File: config.mk
export PLATFORM = sky130hd
export DESIGN_NAME = mem_router
export DESIGN_NICKNAME = d
export VERILOG_FILES = /design/src/rtl/mem_router_pkg.sv /design/src/rtl/decode_if.sv /design/src/rtl/addr_decoder.sv /design/src/rtl/mem_router.sv
export VERILOG_INCLUDE_DIRS = /design/src /design/src/rtl
export SDC_FILE = /design/constraint.sdc
export NUM_CORES = 2
export LEC_CHECK = 0
export ABC_AREA = 1
export BUFFER_PORTS_ARGS = -buffer_cell sky130_fd_sc_hd__buf_4
export CELL_PAD_IN_SITES_DETAIL_PLACEMENT = 2
export CELL_PAD_IN_SITES_GLOBAL_PLACEMENT = 2
export CORE_UTILIZATION = 27
export CTS_CLUSTER_DIAMETER = 40
export CTS_CLUSTER_SIZE = 8
export DETAILED_ROUTE_END_ITERATION = 12
export PLACE_DENSITY_LB_ADDON = 0.08
export SLEW_MARGIN = 5
export SYNTH_ARGS = -nofsm -noshare
export SYNTH_HDL_FRONTEND = slang
export SYNTH_SLANG_ARGS = --single-unit
File: constraint.sdc
create_clock -name clk_i -period 7.5 [get_ports clk_i]
set_input_delay 1.875 -clock clk_i [delete_from_list [all_inputs] [get_ports clk_i]]
set_output_delay 1.875 -clock clk_i [all_outputs]
set_load 0.01 [all_outputs]
File: src/rtl/mem_router_defines.svh
// Address map, master numbering and I/O window constants for the router
`ifndef MEM_ROUTER_DEFINES_SVH
`define MEM_ROUTER_DEFINES_SVH

// Byte address map (exclusive upper limits)
`define CORE_REG_LIMIT 24'h0000C0
`define DUAL_LIMIT 24'h010000
`define SINGLE_BASE 24'h010000
`define SINGLE_LIMIT 24'h050000
`define EXT_BASE 24'h050000
`define ROM_BASE 24'hFE0000
`define SINGLE_FIRST_IDX 6'h08
`define DUAL_PORTS 2

// Field positions of the byte address
`define DUAL_BLK_HI 15
`define DUAL_BLK_LO 13
`define SINGLE_BLK_HI 18
`define SINGLE_BLK_LO 13
`define ROM_BLK_HI 16
`define ROM_BLK_LO 15
`define ROM_WORD_HI 14
`define ROM_WORD_LO 1
`define REGION_HI 23
`define REGION_LO 22

// Master numbering
`define MST_CPU_PROG 0
`define MST_CPU_DATA 1
`define MST_DMA0 2
`define MST_DMA3 5
`define MST_LCD 6
`define MST_USB 7

// I/O word windows, inclusive bounds
`define IOW_IDLE_LO 16'h0000
`define IOW_IDLE_HI 16'h0004
`define IOW_DMA0_LO 16'h0C00
`define IOW_DMA0_HI 16'h0C7F
`define IOW_DMA1_LO 16'h0D00
`define IOW_DMA1_HI 16'h0D7F
`define IOW_DMA2_LO 16'h0E00
`define IOW_DMA2_HI 16'h0E7F
`define IOW_DMA3_LO 16'h0F00
`define IOW_DMA3_HI 16'h0F7F
`define IOW_EXTIF_LO 16'h1000
`define IOW_EXTIF_HI 16'h10DD
`define IOW_TMR0_LO 16'h1800
`define IOW_TMR0_HI 16'h181F
`define IOW_TMR1_LO 16'h1840
`define IOW_TMR1_HI 16'h185F
`define IOW_TMR2_LO 16'h1880
`define IOW_TMR2_HI 16'h189F
`define IOW_RTC_LO 16'h1900
`define IOW_RTC_HI 16'h197F
`define IOW_TWI_LO 16'h1A00
`define IOW_TWI_HI 16'h1A6C
`define IOW_UART_LO 16'h1B00
`define IOW_UART_HI 16'h1B1F
`define IOW_SYS_LO 16'h1C00
`define IOW_SYS_HI 16'h1CFF
`define IOW_AUD0_LO 16'h2800
`define IOW_AUD0_HI 16'h2840
`define IOW_AUD1_LO 16'h2900
`define IOW_AUD1_HI 16'h2940
`define IOW_AUD2_LO 16'h2A00
`define IOW_AUD2_HI 16'h2A40
`define IOW_AUD3_LO 16'h2B00
`define IOW_AUD3_HI 16'h2B40
`define IOW_LCD_LO 16'h2E00
`define IOW_LCD_HI 16'h2E40
`define IOW_SPI_LO 16'h3000
`define IOW_SPI_HI 16'h300F
`define IOW_CARD0_LO 16'h3A00
`define IOW_CARD0_HI 16'h3A1F
`define IOW_CARD1_LO 16'h3B00
`define IOW_CARD1_HI 16'h3B1F
`define IOW_ANALOG_LO 16'h7000
`define IOW_ANALOG_HI 16'h70FF
`define IOW_USB_LO 16'h8000
`define IOW_USB_HI 16'hFFFF

`endif

File: src/rtl/mem_router_pkg.sv
// Types shared by the address decoder and the router
`include "mem_router_defines.svh"
package mem_router_pkg;

	typedef enum logic [2:0] {
		TGT_NONE = 3'b000,
		TGT_CORE_REG = 3'b001,
		TGT_DUAL = 3'b010,
		TGT_SINGLE = 3'b011,
		TGT_ROM = 3'b100,
		TGT_EXT = 3'b101,
		TGT_IO = 3'b110,
		TGT_BLOCKED = 3'b111
	} target_e;

	typedef enum logic [4:0] {
		IOW_IDLE = 5'h00, IOW_DMA0 = 5'h01, IOW_DMA1 = 5'h02,
		IOW_DMA2 = 5'h03, IOW_DMA3 = 5'h04, IOW_EXTIF = 5'h05,
		IOW_TMR0 = 5'h06, IOW_TMR1 = 5'h07, IOW_TMR2 = 5'h08,
		IOW_RTC = 5'h09, IOW_TWI = 5'h0A, IOW_UART = 5'h0B,
		IOW_SYS = 5'h0C, IOW_AUD0 = 5'h0D, IOW_AUD1 = 5'h0E,
		IOW_AUD2 = 5'h0F, IOW_AUD3 = 5'h10, IOW_LCD = 5'h11,
		IOW_SPI = 5'h12, IOW_CARD0 = 5'h13, IOW_CARD1 = 5'h14,
		IOW_ANALOG = 5'h15, IOW_USB = 5'h16, IOW_RSVD = 5'h17
	} io_window_e;

	typedef logic [15:0] io_bound_t [23];

	// Table order follows the window codes above
	localparam io_bound_t IO_LO = '{
		`IOW_IDLE_LO, `IOW_DMA0_LO, `IOW_DMA1_LO, `IOW_DMA2_LO,
		`IOW_DMA3_LO, `IOW_EXTIF_LO, `IOW_TMR0_LO, `IOW_TMR1_LO,
		`IOW_TMR2_LO, `IOW_RTC_LO, `IOW_TWI_LO, `IOW_UART_LO,
		`IOW_SYS_LO, `IOW_AUD0_LO, `IOW_AUD1_LO, `IOW_AUD2_LO,
		`IOW_AUD3_LO, `IOW_LCD_LO, `IOW_SPI_LO, `IOW_CARD0_LO,
		`IOW_CARD1_LO, `IOW_ANALOG_LO, `IOW_USB_LO};
	localparam io_bound_t IO_HI = '{
		`IOW_IDLE_HI, `IOW_DMA0_HI, `IOW_DMA1_HI, `IOW_DMA2_HI,
		`IOW_DMA3_HI, `IOW_EXTIF_HI, `IOW_TMR0_HI, `IOW_TMR1_HI,
		`IOW_TMR2_HI, `IOW_RTC_HI, `IOW_TWI_HI, `IOW_UART_HI,
		`IOW_SYS_HI, `IOW_AUD0_HI, `IOW_AUD1_HI, `IOW_AUD2_HI,
		`IOW_AUD3_HI, `IOW_LCD_HI, `IOW_SPI_HI, `IOW_CARD0_HI,
		`IOW_CARD1_HI, `IOW_ANALOG_HI, `IOW_USB_HI};

endpackage

File: src/rtl/decode_if.sv
// Decode result of one master, from its decoder to the router
`timescale 1ns/1ps
`default_nettype none
interface decode_if;
	import mem_router_pkg::*;
	target_e target;
	logic [4:0] blk;
	logic [1:0] region;
	io_window_e win;
	modport dec (output target, output blk, output region, output win);
	modport rtr (input target, input blk, input region, input win);
endinterface
`default_nettype wire

File: src/rtl/addr_decoder.sv
// Per-master address decoder with the master's access permissions
`timescale 1ns/1ps
`default_nettype none
`include "mem_router_defines.svh"
module addr_decoder import mem_router_pkg::*; #(
	parameter int MASTER_ID = 0
) (
	// Request
	input wire logic [23:0] addr_i,
	input wire logic io_i,
	input wire logic rom_remap_bit_i,
	// Result
	decode_if.dec res
);
	localparam bit IS_CPU = (MASTER_ID == `MST_CPU_PROG) ||
		(MASTER_ID == `MST_CPU_DATA);
	localparam bit IS_DMA = (MASTER_ID >= `MST_DMA0) &&
		(MASTER_ID <= `MST_DMA3);
	localparam bit EXT_OK = !IS_DMA || (MASTER_ID == `MST_DMA3);
	localparam bit DUAL_OK = (MASTER_ID != `MST_LCD) &&
		(MASTER_ID != `MST_USB);
	localparam bit ROM_OK = IS_CPU;
	localparam bit IO_OK = (MASTER_ID == `MST_CPU_DATA) || IS_DMA;

	wire logic in_core = addr_i < `CORE_REG_LIMIT;
	wire logic in_dual = addr_i < `DUAL_LIMIT;
	wire logic in_single = addr_i < `SINGLE_LIMIT;
	wire logic in_top = addr_i >= `ROM_BASE;
	wire logic rom_mapped = in_top && !rom_remap_bit_i;
	wire logic [5:0] single_idx =
		addr_i[`SINGLE_BLK_HI:`SINGLE_BLK_LO] - `SINGLE_FIRST_IDX;

	// Core registers, dual RAM, single RAM, then ROM; everything else is external
	target_e mem_tgt;
	assign mem_tgt =
		in_core ? (DUAL_OK ? TGT_CORE_REG : TGT_BLOCKED) :
		in_dual ? (DUAL_OK ? TGT_DUAL : TGT_BLOCKED) :
		in_single ? TGT_SINGLE :
		rom_mapped ? (ROM_OK ? TGT_ROM : TGT_BLOCKED) :
		(EXT_OK ? TGT_EXT : TGT_BLOCKED);

	assign res.target = io_i ? (IO_OK ? TGT_IO : TGT_BLOCKED) : mem_tgt;
	assign res.blk =
		in_dual ? {2'b00, addr_i[`DUAL_BLK_HI:`DUAL_BLK_LO]} :
		in_single ? single_idx[4:0] :
		{3'b000, addr_i[`ROM_BLK_HI:`ROM_BLK_LO]};
	assign res.region = addr_i[`REGION_HI:`REGION_LO];

	// First matching window wins; gaps fall to the reserved code
	always_comb begin
		res.win = IOW_RSVD;
		for (int i = 22; i >= 0; i--) begin
			if (addr_i[15:0] >= IO_LO[i] && addr_i[15:0] <= IO_HI[i]) begin
				res.win = io_window_e'(5'(i));
			end
		end
	end
endmodule // addr_decoder
`default_nettype wire

File: src/rtl/mem_router.sv
// Memory map decoder and router for the on-chip bus masters
// Behaviour
// - ROM answers top region while remap bit clear
// - Remap bit set sends top region external
// - Hardware reset clears the remap bit
// - Software reset keeps the remap bit
// - Four ROM blocks, one word per cycle
// - Program and data buses may read ROM
// - From 050000h upward is external space
// - Four chip selects follow the region hit
// - External port: 16/8-bit data, 21-bit address
// - Separate I/O space, CPU I/O or DMA
// - I/O words decode to fixed peripheral windows
// - DMA controllers reach peripheral I/O windows
// - Dual-access block serves two accesses per cycle
// - Single-access block serves one access per cycle
// - Of the DMA masters, only DMA three reaches external space
// - Display and USB masters never reach dual RAM
// - Lowest 192 bytes go to core registers
// - Eight masters share one 16M-byte space
// - Dual RAM spans 000000h to 00FFFFh
// - Single RAM starts at 010000h, 32 blocks
`timescale 1ns/1ps
`default_nettype none
`include "mem_router_defines.svh"
module mem_router import mem_router_pkg::*; #(
	parameter int NUM_MASTERS = 8,
	parameter int DUAL_BLOCKS = 8,
	parameter int SINGLE_BLOCKS = 32,
	parameter int ROM_BLOCKS = 4,
	parameter int EXT_ADDR_W = 21
) (
	// Clock and resets
	input wire logic clk_i,
	input wire logic sys_rst_i,
	input wire logic soft_rst_i,
	// Core status word three, remap field
	input wire logic remap_wr_i,
	input wire logic remap_wdata_i,
	output logic rom_remap_bit_o,
	// Bus masters
	input wire logic [NUM_MASTERS-1:0] mst_req_i,
	input wire logic [23:0] mst_addr_i [NUM_MASTERS],
	input wire logic [NUM_MASTERS-1:0] mst_we_i,
	input wire logic [NUM_MASTERS-1:0] mst_io_i,
	output logic [NUM_MASTERS-1:0] mst_ready_o,
	output logic [NUM_MASTERS-1:0] mst_err_o,
	output logic [NUM_MASTERS-1:0] mst_void_o,
	// Registered route of each granted master
	output logic [NUM_MASTERS-1:0] route_valid_o,
	output var target_e route_tgt_o [NUM_MASTERS],
	output logic [4:0] route_blk_o [NUM_MASTERS],
	output var io_window_e route_win_o [NUM_MASTERS],
	output logic [NUM_MASTERS-1:0] route_we_o,
	// On-chip memory strobes
	output logic core_sel_o,
	output logic [`DUAL_PORTS-1:0] dual_en_o [DUAL_BLOCKS],
	output logic [SINGLE_BLOCKS-1:0] single_en_o,
	output logic [ROM_BLOCKS-1:0] rom_en_o,
	output logic [13:0] rom_word_o [ROM_BLOCKS],
	// External memory port
	input wire logic ext_width8_i,
	output logic [3:0] external_region_select_o,
	output logic [EXT_ADDR_W-1:0] ext_addr_o,
	output logic ext_we_o,
	output logic [$clog2(NUM_MASTERS)-1:0] ext_owner_o
);
	localparam int MW = $clog2(NUM_MASTERS);

	// Remap field of the core status word
	logic rom_remap_bit_q;

	// Decode results copied out of the interface array
	target_e tgt [NUM_MASTERS];
	logic [4:0] blk [NUM_MASTERS];
	logic [1:0] region [NUM_MASTERS];
	io_window_e win [NUM_MASTERS];

	// Arbitration
	logic [NUM_MASTERS-1:0] void_io;
	logic [NUM_MASTERS-1:0] takes;
	logic [NUM_MASTERS-1:0] stall;
	logic [NUM_MASTERS-1:0] dport;
	logic [NUM_MASTERS-1:0] grant;

	// Strobe next values
	logic core_sel_d;
	logic [`DUAL_PORTS-1:0] dual_en_d [DUAL_BLOCKS];
	logic [SINGLE_BLOCKS-1:0] single_en_d;
	logic [ROM_BLOCKS-1:0] rom_en_d;
	logic [13:0] rom_word_d [ROM_BLOCKS];
	logic ext_hit;
	logic [MW-1:0] ext_idx;

	// Registers
	logic [NUM_MASTERS-1:0] route_valid_q;
	target_e route_tgt_q [NUM_MASTERS];
	logic [4:0] route_blk_q [NUM_MASTERS];
	io_window_e route_win_q [NUM_MASTERS];
	logic [NUM_MASTERS-1:0] route_we_q;
	logic core_sel_q;
	logic [`DUAL_PORTS-1:0] dual_en_q [DUAL_BLOCKS];
	logic [SINGLE_BLOCKS-1:0] single_en_q;
	logic [ROM_BLOCKS-1:0] rom_en_q;
	logic [13:0] rom_word_q [ROM_BLOCKS];
	logic [3:0] ext_cs_q;
	logic [EXT_ADDR_W-1:0] ext_addr_q;
	logic ext_we_q;
	logic [MW-1:0] ext_owner_q;

	// Only a hardware reset touches the remap field
	always_ff @(posedge clk_i) begin
		if (sys_rst_i) begin
			rom_remap_bit_q <= 1'b0;
		end else if (remap_wr_i) begin
			rom_remap_bit_q <= remap_wdata_i;
		end
	end

	// One decoder per master, permissions fixed by its position
	genvar g;
	generate
		for (g = 0; g < NUM_MASTERS; g++) begin : g_dec
			decode_if dif ();
			addr_decoder #(
				.MASTER_ID(g)
			) u_dec (
				.addr_i(mst_addr_i[g]),
				.io_i(mst_io_i[g]),
				.rom_remap_bit_i(rom_remap_bit_q),
				.res(dif.dec)
			);
			assign tgt[g] = dif.target;
			assign blk[g] = dif.blk;
			assign region[g] = dif.region;
			assign win[g] = dif.win;
			assign void_io[g] = mst_req_i[g] && (dif.target == TGT_IO) &&
				(dif.win == IOW_RSVD);
			assign takes[g] = mst_req_i[g] && !void_io[g] &&
				(dif.target != TGT_NONE) && (dif.target != TGT_BLOCKED);
		end
	endgenerate

	// Fixed priority, lowest master number first. A low number that
	// keeps requesting can starve a higher one; masters must space out.
	always_comb begin
		int seen;
		logic clash;
		seen = 0;
		clash = 1'b0;
		for (int m = 0; m < NUM_MASTERS; m++) begin
			seen = 0;
			clash = 1'b0;
			for (int k = 0; k < m; k++) begin
				if (takes[k] && tgt[k] == tgt[m]) begin
					if (tgt[m] == TGT_DUAL && blk[k] == blk[m]) begin
						seen++;
					end else if (tgt[m] == TGT_EXT || tgt[m] == TGT_IO ||
						blk[k] == blk[m]) begin
						clash = 1'b1;
					end
				end
			end
			stall[m] = takes[m] && (clash || seen >= `DUAL_PORTS);
			dport[m] = seen > 0;
		end
	end

	// Blocked accesses finish at once with an error, nothing selected
	assign grant = takes & ~stall;
	assign mst_ready_o = grant | void_io;
	assign mst_void_o = void_io;
	always_comb begin
		for (int m = 0; m < NUM_MASTERS; m++) begin
			mst_err_o[m] = mst_req_i[m] && (tgt[m] == TGT_BLOCKED);
		end
	end

	// Strobes towards the memories for the granted masters
	always_comb begin
		core_sel_d = 1'b0;
		single_en_d = '0;
		rom_en_d = '0;
		ext_hit = 1'b0;
		ext_idx = '0;
		for (int b = 0; b < DUAL_BLOCKS; b++) begin
			dual_en_d[b] = '0;
		end
		for (int r = 0; r < ROM_BLOCKS; r++) begin
			rom_word_d[r] = rom_word_q[r];
		end
		for (int m = 0; m < NUM_MASTERS; m++) begin
			if (grant[m]) begin
				if (tgt[m] == TGT_CORE_REG) begin
					core_sel_d = 1'b1;
				end else if (tgt[m] == TGT_DUAL) begin
					dual_en_d[blk[m][2:0]][dport[m]] = 1'b1;
				end else if (tgt[m] == TGT_SINGLE) begin
					single_en_d[blk[m]] = 1'b1;
				end else if (tgt[m] == TGT_ROM) begin
					rom_en_d[blk[m][1:0]] = 1'b1;
					rom_word_d[blk[m][1:0]] =
						mst_addr_i[m][`ROM_WORD_HI:`ROM_WORD_LO];
				end else if (tgt[m] == TGT_EXT) begin
					ext_hit = 1'b1;
					ext_idx = MW'(m);
				end
			end
		end
	end

	// External side: 8-bit mode moves bytes, 16-bit mode moves words
	wire logic [23:0] ext_byte = mst_addr_i[ext_idx];
	wire logic [EXT_ADDR_W-1:0] ext_addr_d = ext_width8_i ?
		ext_byte[EXT_ADDR_W-1:0] : ext_byte[EXT_ADDR_W:1];
	wire logic [3:0] ext_cs_d = ext_hit ?
		(4'h1 << region[ext_idx]) : 4'h0;

	// Soft reset drops pending routes but leaves the remap field alone
	always_ff @(posedge clk_i) begin
		if (sys_rst_i || soft_rst_i) begin
			route_valid_q <= '0;
			route_we_q <= '0;
			core_sel_q <= 1'b0;
			single_en_q <= '0;
			rom_en_q <= '0;
			ext_cs_q <= 4'h0;
			ext_we_q <= 1'b0;
		end else begin
			route_valid_q <= grant;
			route_we_q <= mst_we_i & grant;
			core_sel_q <= core_sel_d;
			single_en_q <= single_en_d;
			rom_en_q <= rom_en_d;
			ext_cs_q <= ext_cs_d;
			ext_we_q <= ext_hit && mst_we_i[ext_idx];
		end
	end

	always_ff @(posedge clk_i) begin
		if (sys_rst_i || soft_rst_i) begin
			ext_addr_q <= '0;
			ext_owner_q <= '0;
		end else if (ext_hit) begin
			ext_addr_q <= ext_addr_d;
			ext_owner_q <= ext_idx;
		end
	end

	// Routes and dual ports kept per entry so the arrays stay uniform
	generate
		for (g = 0; g < NUM_MASTERS; g++) begin : g_route
			always_ff @(posedge clk_i) begin
				if (sys_rst_i || soft_rst_i) begin
					route_tgt_q[g] <= TGT_NONE;
					route_blk_q[g] <= 5'h00;
					route_win_q[g] <= IOW_RSVD;
				end else begin
					route_tgt_q[g] <= grant[g] ? tgt[g] : TGT_NONE;
					route_blk_q[g] <= grant[g] ? blk[g] : 5'h00;
					route_win_q[g] <= grant[g] ? win[g] : IOW_RSVD;
				end
			end
		end
		for (g = 0; g < DUAL_BLOCKS; g++) begin : g_dual
			always_ff @(posedge clk_i) begin
				if (sys_rst_i || soft_rst_i) begin
					dual_en_q[g] <= '0;
				end else begin
					dual_en_q[g] <= dual_en_d[g];
				end
			end
		end
		for (g = 0; g < ROM_BLOCKS; g++) begin : g_rom
			always_ff @(posedge clk_i) begin
				if (sys_rst_i) begin
					rom_word_q[g] <= 14'h0000;
				end else begin
					rom_word_q[g] <= rom_word_d[g];
				end
			end
		end
	endgenerate

	assign rom_remap_bit_o = rom_remap_bit_q;
	assign route_valid_o = route_valid_q;
	assign route_tgt_o = route_tgt_q;
	assign route_blk_o = route_blk_q;
	assign route_win_o = route_win_q;
	assign route_we_o = route_we_q;
	assign core_sel_o = core_sel_q;
	assign dual_en_o = dual_en_q;
	assign single_en_o = single_en_q;
	assign rom_en_o = rom_en_q;
	assign rom_word_o = rom_word_q;
	assign external_region_select_o = ext_cs_q;
	assign ext_addr_o = ext_addr_q;
	assign ext_we_o = ext_we_q;
	assign ext_owner_o = ext_owner_q;

endmodule // mem_router
`default_nettype wire

-- After elaboration in Yosys (flattened, before gate mapping)
Index checks and enable logic that the tools add are counted.
- add/subtract/negate cells: 29
- magnitude comparators: 491
- equality and inequality tests: 128
- shift operators: 1
- mux-type cells: 714
- bitwise gates (word level): 51
- reduce and logical (&&, ||, !) cells: 409
- operator list (kind ; number):
    $mux 32 ; 75
    $mux 56 ; 40
    $ge 16x13->1 const B ; 64
    $ge 16x14->1 const B ; 64
    $le 16x13->1 const B ; 64
    $le 16x14->1 const B ; 64
    $mux 5 ; 162
    $add 32x2->32 const B ; 21
    $ge 16x12->1 const B ; 32
    $le 16x12->1 const B ; 32
    $bwmux 56 ; 8
    $mux 16 ; 24
    $logic_and 1x1->1 ; 340
    $mux 3 ; 88
    $demux 14 s2 ; 8
    $ge 32x3->1 const B ; 7
    $gt 32x1->1 const B ; 7
    $or 32x32->32 ; 7
    $mux 1 ; 202
    $lt 24x17->1 const B ; 8
    $lt 24x19->1 const B ; 8
    $lt 24x8->1 const B ; 8
    $mux 4 ; 40
    $eq 5x5->1 ; 28
    49 further kinds ; 422
- register bits: 259
- input port bits: 222
- output and inout bits: 283
- logic and storage cells: 1869

-- Logic depth before layout (Yosys ltp)
- depth after elaboration: 101
- gate-level depth with buffers: 43
- depth with buffers taken out: 41

-- By module
From an unflattened synthesis, not the netlist that was laid out.
- cell total of the unflattened synthesis: 5937
- area total of the unflattened synthesis: 33219.4 sq um
- by module, submodules not included (module ; times used ; cells an instance ; area each (sq um) ; seq. area each (sq um)):
    mem_router ; 1 ; 4095 ; 24078.1 ; 5185.0
    addr_decoder (g_dec[2].u_dec ...) ; 3 ; 223 ; 1072.3 ; 0.0
    addr_decoder (g_dec[0].u_dec) ; 1 ; 247 ; 1242.4 ; 0.0
    addr_decoder (g_dec[1].u_dec) ; 1 ; 242 ; 1199.9 ; 0.0
    addr_decoder (g_dec[5].u_dec) ; 1 ; 230 ; 1178.6 ; 0.0
    addr_decoder (g_dec[7].u_dec) ; 1 ; 232 ; 1177.4 ; 0.0
    addr_decoder (g_dec[6].u_dec) ; 1 ; 222 ; 1126.1 ; 0.0

-- Worst setup path before layout
Ideal clock, no wire load.
- kind: input port to output port
- start: input mst_addr_i[184] in the netlist's numbering
- end: output mst_ready_o[5]
- arrival: 6.003 ns
- data required time: 5.625 ns
- setup slack: -0.378 ns
- stages: 26
- buffers on the path: 0
- cells stage by stage: clkinv_1 -> ha_1 -> o21bai_1 -> nor2_4 -> o21ai_2 -> xnor2_1 -> a211oi_2 -> nand3_1 -> or2_2 -> inv_1 -> ha_1 -> nand4_1 -> nand2_2 -> ha_1 -> o21a_1 -> ha_1 -> nand2_1 -> nand2_1 -> ha_1 -> inv_1 -> nor2_4 -> nand3_1 -> nand3_1 -> nor2_4 -> nand3_2 -> nand2_1
- longest elaborated chain between the ends: 34
- elaborated cells between the ends (all ways): 62
- classes of those cells: add/sub: 5; order compare: 5; eq/ne: 4; mux: 32; bitwise: 3; reduce/logical: 13
- RTL lines (element ; line ; RTL):
    start, declared ; mem_router.sv:43 ; input wire logic [23:0] mst_addr_i [NUM_MASTERS],
    $ge 24x24->1 (no line) ; n/a ;
    $logic_and 1x1->1 ; addr_decoder.sv:29 ; wire logic rom_mapped = in_top && !rom_remap_bit_i;
    $mux 1 ; addr_decoder.sv:39 ; rom_mapped ? (ROM_OK ? TGT_ROM : TGT_BLOCKED) :
    $mux 3 ; addr_decoder.sv:38 ; in_single ? TGT_SINGLE :
    $mux 3 ; addr_decoder.sv:37 ; in_dual ? (DUAL_OK ? TGT_DUAL : TGT_BLOCKED) :
    $mux 3 ; addr_decoder.sv:36 ; in_core ? (DUAL_OK ? TGT_CORE_REG : TGT_BLOCKED) :
    $mux 3 ; addr_decoder.sv:42 ; assign res.target = io_i ? (IO_OK ? TGT_IO : TGT_BLOCKED) : mem_tgt;
    $eq 3x3->1 ; mem_router.sv:137 ; assign void_io[g] = mst_req_i[g] && (dif.target == TGT_IO) &&
    [18 not listed] ; n/a ;
    $mux 32 ; mem_router.sv:156 ; if (tgt[m] == TGT_DUAL && blk[k] == blk[m]) begin
    $mux 32 ; mem_router.sv:155 ; if (takes[k] && tgt[k] == tgt[m]) begin
    $ge 32x3->1 (no line) ; n/a ;
    $logic_or 1x1->1 (no line) (*) ; n/a ;
    $logic_and 1x1->1 (*) ; mem_router.sv:164 ; stall[m] = takes[m] && (clash || seen >= `DUAL_PORTS);
    $not 8->8 (*) ; mem_router.sv:170 ; assign grant = takes & ~stall;
    $and 8x8->8 (*) ; mem_router.sv:170 ;
    $or 8x8->8 (*) ; mem_router.sv:171 ; assign mst_ready_o = grant | void_io;
    end, declared ; mem_router.sv:46 ; output logic [NUM_MASTERS-1:0] mst_ready_o,
Mark *: on every way between the ends. The rest lies on a longest branch, timed or not.

-- Worst setup path in the final report
- start: input mst_addr_i[65] in the netlist's numbering
- end: output mst_ready_o[5]
- longest elaborated chain between the ends: 30
- elaborated cells between the ends (all ways): 85
- classes of those cells: add/sub: 5; order compare: 5; eq/ne: 14; mux: 32; bitwise: 3; reduce/logical: 26
- RTL lines (element ; line):
    branches (longest 29 deep; another with $add 32x2->32) ; n/a
    $or 8x8->8 (*) ; mem_router.sv:171
Every way passes the cells marked *.

==> reports/qor.csv <==
metric;value;unit
fin_util;0.393;
outcome;complete, but fails checks;
yosysWarningCount;0;
cp.arrival;6.43;ns
ys.flop_type;dfxtp_1;
ir_drop;0.191;mV
avgRoutedWirePerCell;29.6;um
power.density;144;nW/um2
tightest_slew;1.18;ns
cts.sinks;259;
worstPathRequired;5.62;ns
grt_pass1_wl;288000;um
htreeDepth;2;
routed_wl;204000;um
fin_skew;0.0743;ns
dieArea;100000;um2
ys_top_cells_by_count;nand2_1, nor2_1, inv_1;
vias;38600;
power.leakage;18.9;nW
synth_cell_types;89;
ys_ff_latch;259;
grt-ovfl-total;0;
worstPathMaxFanout;3;
place_congestion;1.02;
numCtsBuffers;55;
die_w;317;um
grt_pass1_vias;40800;
yosysTopAreaCell;dfxtp_1;
hold_class;reg2reg;
drive_gt1_frac;0.284;
clk_latency;0.70;ns
drtIter0Drc;2857;
syn_inst;4507;
crit_path_start_kind;input port;
dieHeight;317;um
rsz0062_at_grt;true;
setup_violations;9;
ant_nets;0;
io_buffers;500;
synth_top_area_frac;0.194;
hold_viol;0;
synth-edff-count;0;
synth_area_leaders;dfxtp_1, nand2_1, nor2_1;
fin_crit;8.30;ns
slew-limit-headroom;0.206;
violations;negative setup slack;
cts_tree;yes;
drc_errors;0;
cts_hold_buf;0;
syn-cell-area;26700;um2
grt_usage;0.393;
vias_per_cell;5.60;
cp_slowest_stage_delay;0.32;ns
antenna_found_initial;15;
setup_ws;-0.804;ns
first_pass_iters;5;
grt_start_max_net_pins;46;
synth_async_sr_flop_share;0;
start_util;0.272;
fmax;0.120;GHz
cpMostUsedCell;buf_4;
period_share;1.11;
layout.nets;5803;
area_growth;44.5;%
fin_worst_hold_slack;0.464;ns
maxSlewViolCount;0;
drv_cap;0;
coreArea;98300;um2
worstSetupPathType;in2out;
cp-end-kind;output port;
synth.most_common_cell;nand2_1;
cp_slowest_cell;nor2_1;
placementRows;115;
cts_buffer_depth;3;
pin_count;505;
clock_tree.root_cell;clkbuf_16;
syn_avg_cell_area;5.93;um2
clk_pin_slew_worst_paths;0.05;ns
ys_seq_area_frac;0.194;
place_hpwl;161000;um
==> timing repair <==
action,4_1_cts,5_1_grt
buffers inserted,85,17
resized for setup,83,68
gates cloned,0,0
pin swaps,45,40
setup endpoints to repair,3,23
==> path summary, 6_finish.rpt <==
check                                    start                           to  slack (ns)  cells past startpoint
hold / removal      ext_addr_o[4]$_SDFFE_PP0P_   ext_addr_o[4]$_SDFFE_PP0P_        0.46                      2
hold reg to reg     ext_addr_o[4]$_SDFFE_PP0P_   ext_addr_o[4]$_SDFFE_PP0P_        0.46                      2
setup reg to reg  rom_remap_bit_o$_SDFFE_PP0P_  ext_addr_o[17]$_SDFFE_PP0P_        0.60                     34
setup / recovery                mst_addr_i[65]               mst_ready_o[5]       -0.80                     29
==> where the power goes <==
group	internal [mW]	leakage [nW]	switching (mW)	total, mW
registers	1.41	2.10	0.0220	1.43
logic	0.556	15.9	1.11	1.66
clock network	1.53	0.879	0.941	2.47
==> cell type report <==
| cell class | count | area, um2 |
|---|---|---|
| Clock inverter | 27 | 337 |
| Antenna cell | 11 | 27.5 |
| Timing Repair Buffer | 1150 | 8860 |
| Clock buffer | 70 | 1510 |
| Tap cell | 1287 | 1610 |
| Fill cell | 12200 | 59600 |
| Sequential cell | 259 | 5180 |
| Multi-Input combinational cell | 3387 | 18400 |
| Inverter | 703 | 2690 |
==> routing by layer <==
metal,vias up,global-route usage,wire length (um)
met2,1692,0.645,93900
li1,17100,-,-
met3,612,0.0671,13400
met4,8,0.229,13600
met5,-,0,57
met1,19200,0.481,82900
==> cells by family after synthesis <==
kind of cell | Yosys count | share of synthesized area
AND/OR/NAND/NOR | 2471 | 0.424
buffers and inverters | 864 | 0.140
AO/OA/AOI/OAI | 746 | 0.181
flip-flops | 259 | 0.194
XOR/XNOR | 85 | 0.0281
multiplexers | 56 | 0.0210
adder cells (fa/ha/maj) | 25 | 0.0117
other | 1 | 0.000140
==> cells in the final DEF (no fill, tap or decap), types with 11 or more instances in the layout <==
master	n
nand3_1	365
inv_1	608
nor3_1	116
nand2_4	20
buf_12	11
o2111ai_1	40
mux2i_1	56
clkbuf_16	55
o21ai_2	15
a211oi_1	55
nand2_1	913
nand3_2	15
xnor2_1	29
inv_2	57
nor2_2	33
diode_2	11
dfxtp_1	259
o211ai_1	29
nor4_1	26
a221oi_1	21
nor2_1	676
o21ai_1	35
nand3b_1	16
o21ai_0	175
inv_4	15
buf_4	1118
xor2_1	53
a31oi_1	37
nand2_2	59
a21oi_1	161
ha_1	16
clkinv_1	17
o31ai_1	16
o221ai_1	19
o22ai_1	40
buf_6	17
nand4_1	144
nor2_4	32
==> worst max-delay path, delay by kind of cell <==
family                   cells  cell delay (ns)
AO/OA/AOI/OAI                3             0.65
XOR/XNOR                     1             0.13
adder cells (fa/ha/maj)      4             0.84
AND/OR/NAND/NOR             10             1.48
buffers and inverters       11             1.43
==> per-stage QoR <==
step	area (um2)	power, mW	setup TNS, ns	setup WS, ns	instances
final	38600	5.57	-1.40	-0.804	6894
after global routing	38600	5.74	-2.13	-0.842	6891
after CTS	38200	5.48	-0.986	-0.362	6876
after detailed placement	35500	2.97	-8.45	-0.985	6695
after global placement	35500	2.95	-1.33	-0.607	6695
after floorplan	26800	2.19	-0.0402	-0.0402	4510
==> flip-flops by register name (all words and copies together) (netlist names) <==
name,cells
core_sel_o,1
dual_en_o,16
ext_addr_o,21
ext_owner_o,3
ext_we_o,1
external_region_select_o,4
rom_en_o,4
rom_remap_bit_o,1
rom_word_o,56
route_blk_o,40
route_tgt_o,24
route_valid_o,8
route_we_o,8
route_win_o,40
single_en_o,32
Note: power is estimated with default switching activity, not from simulation.
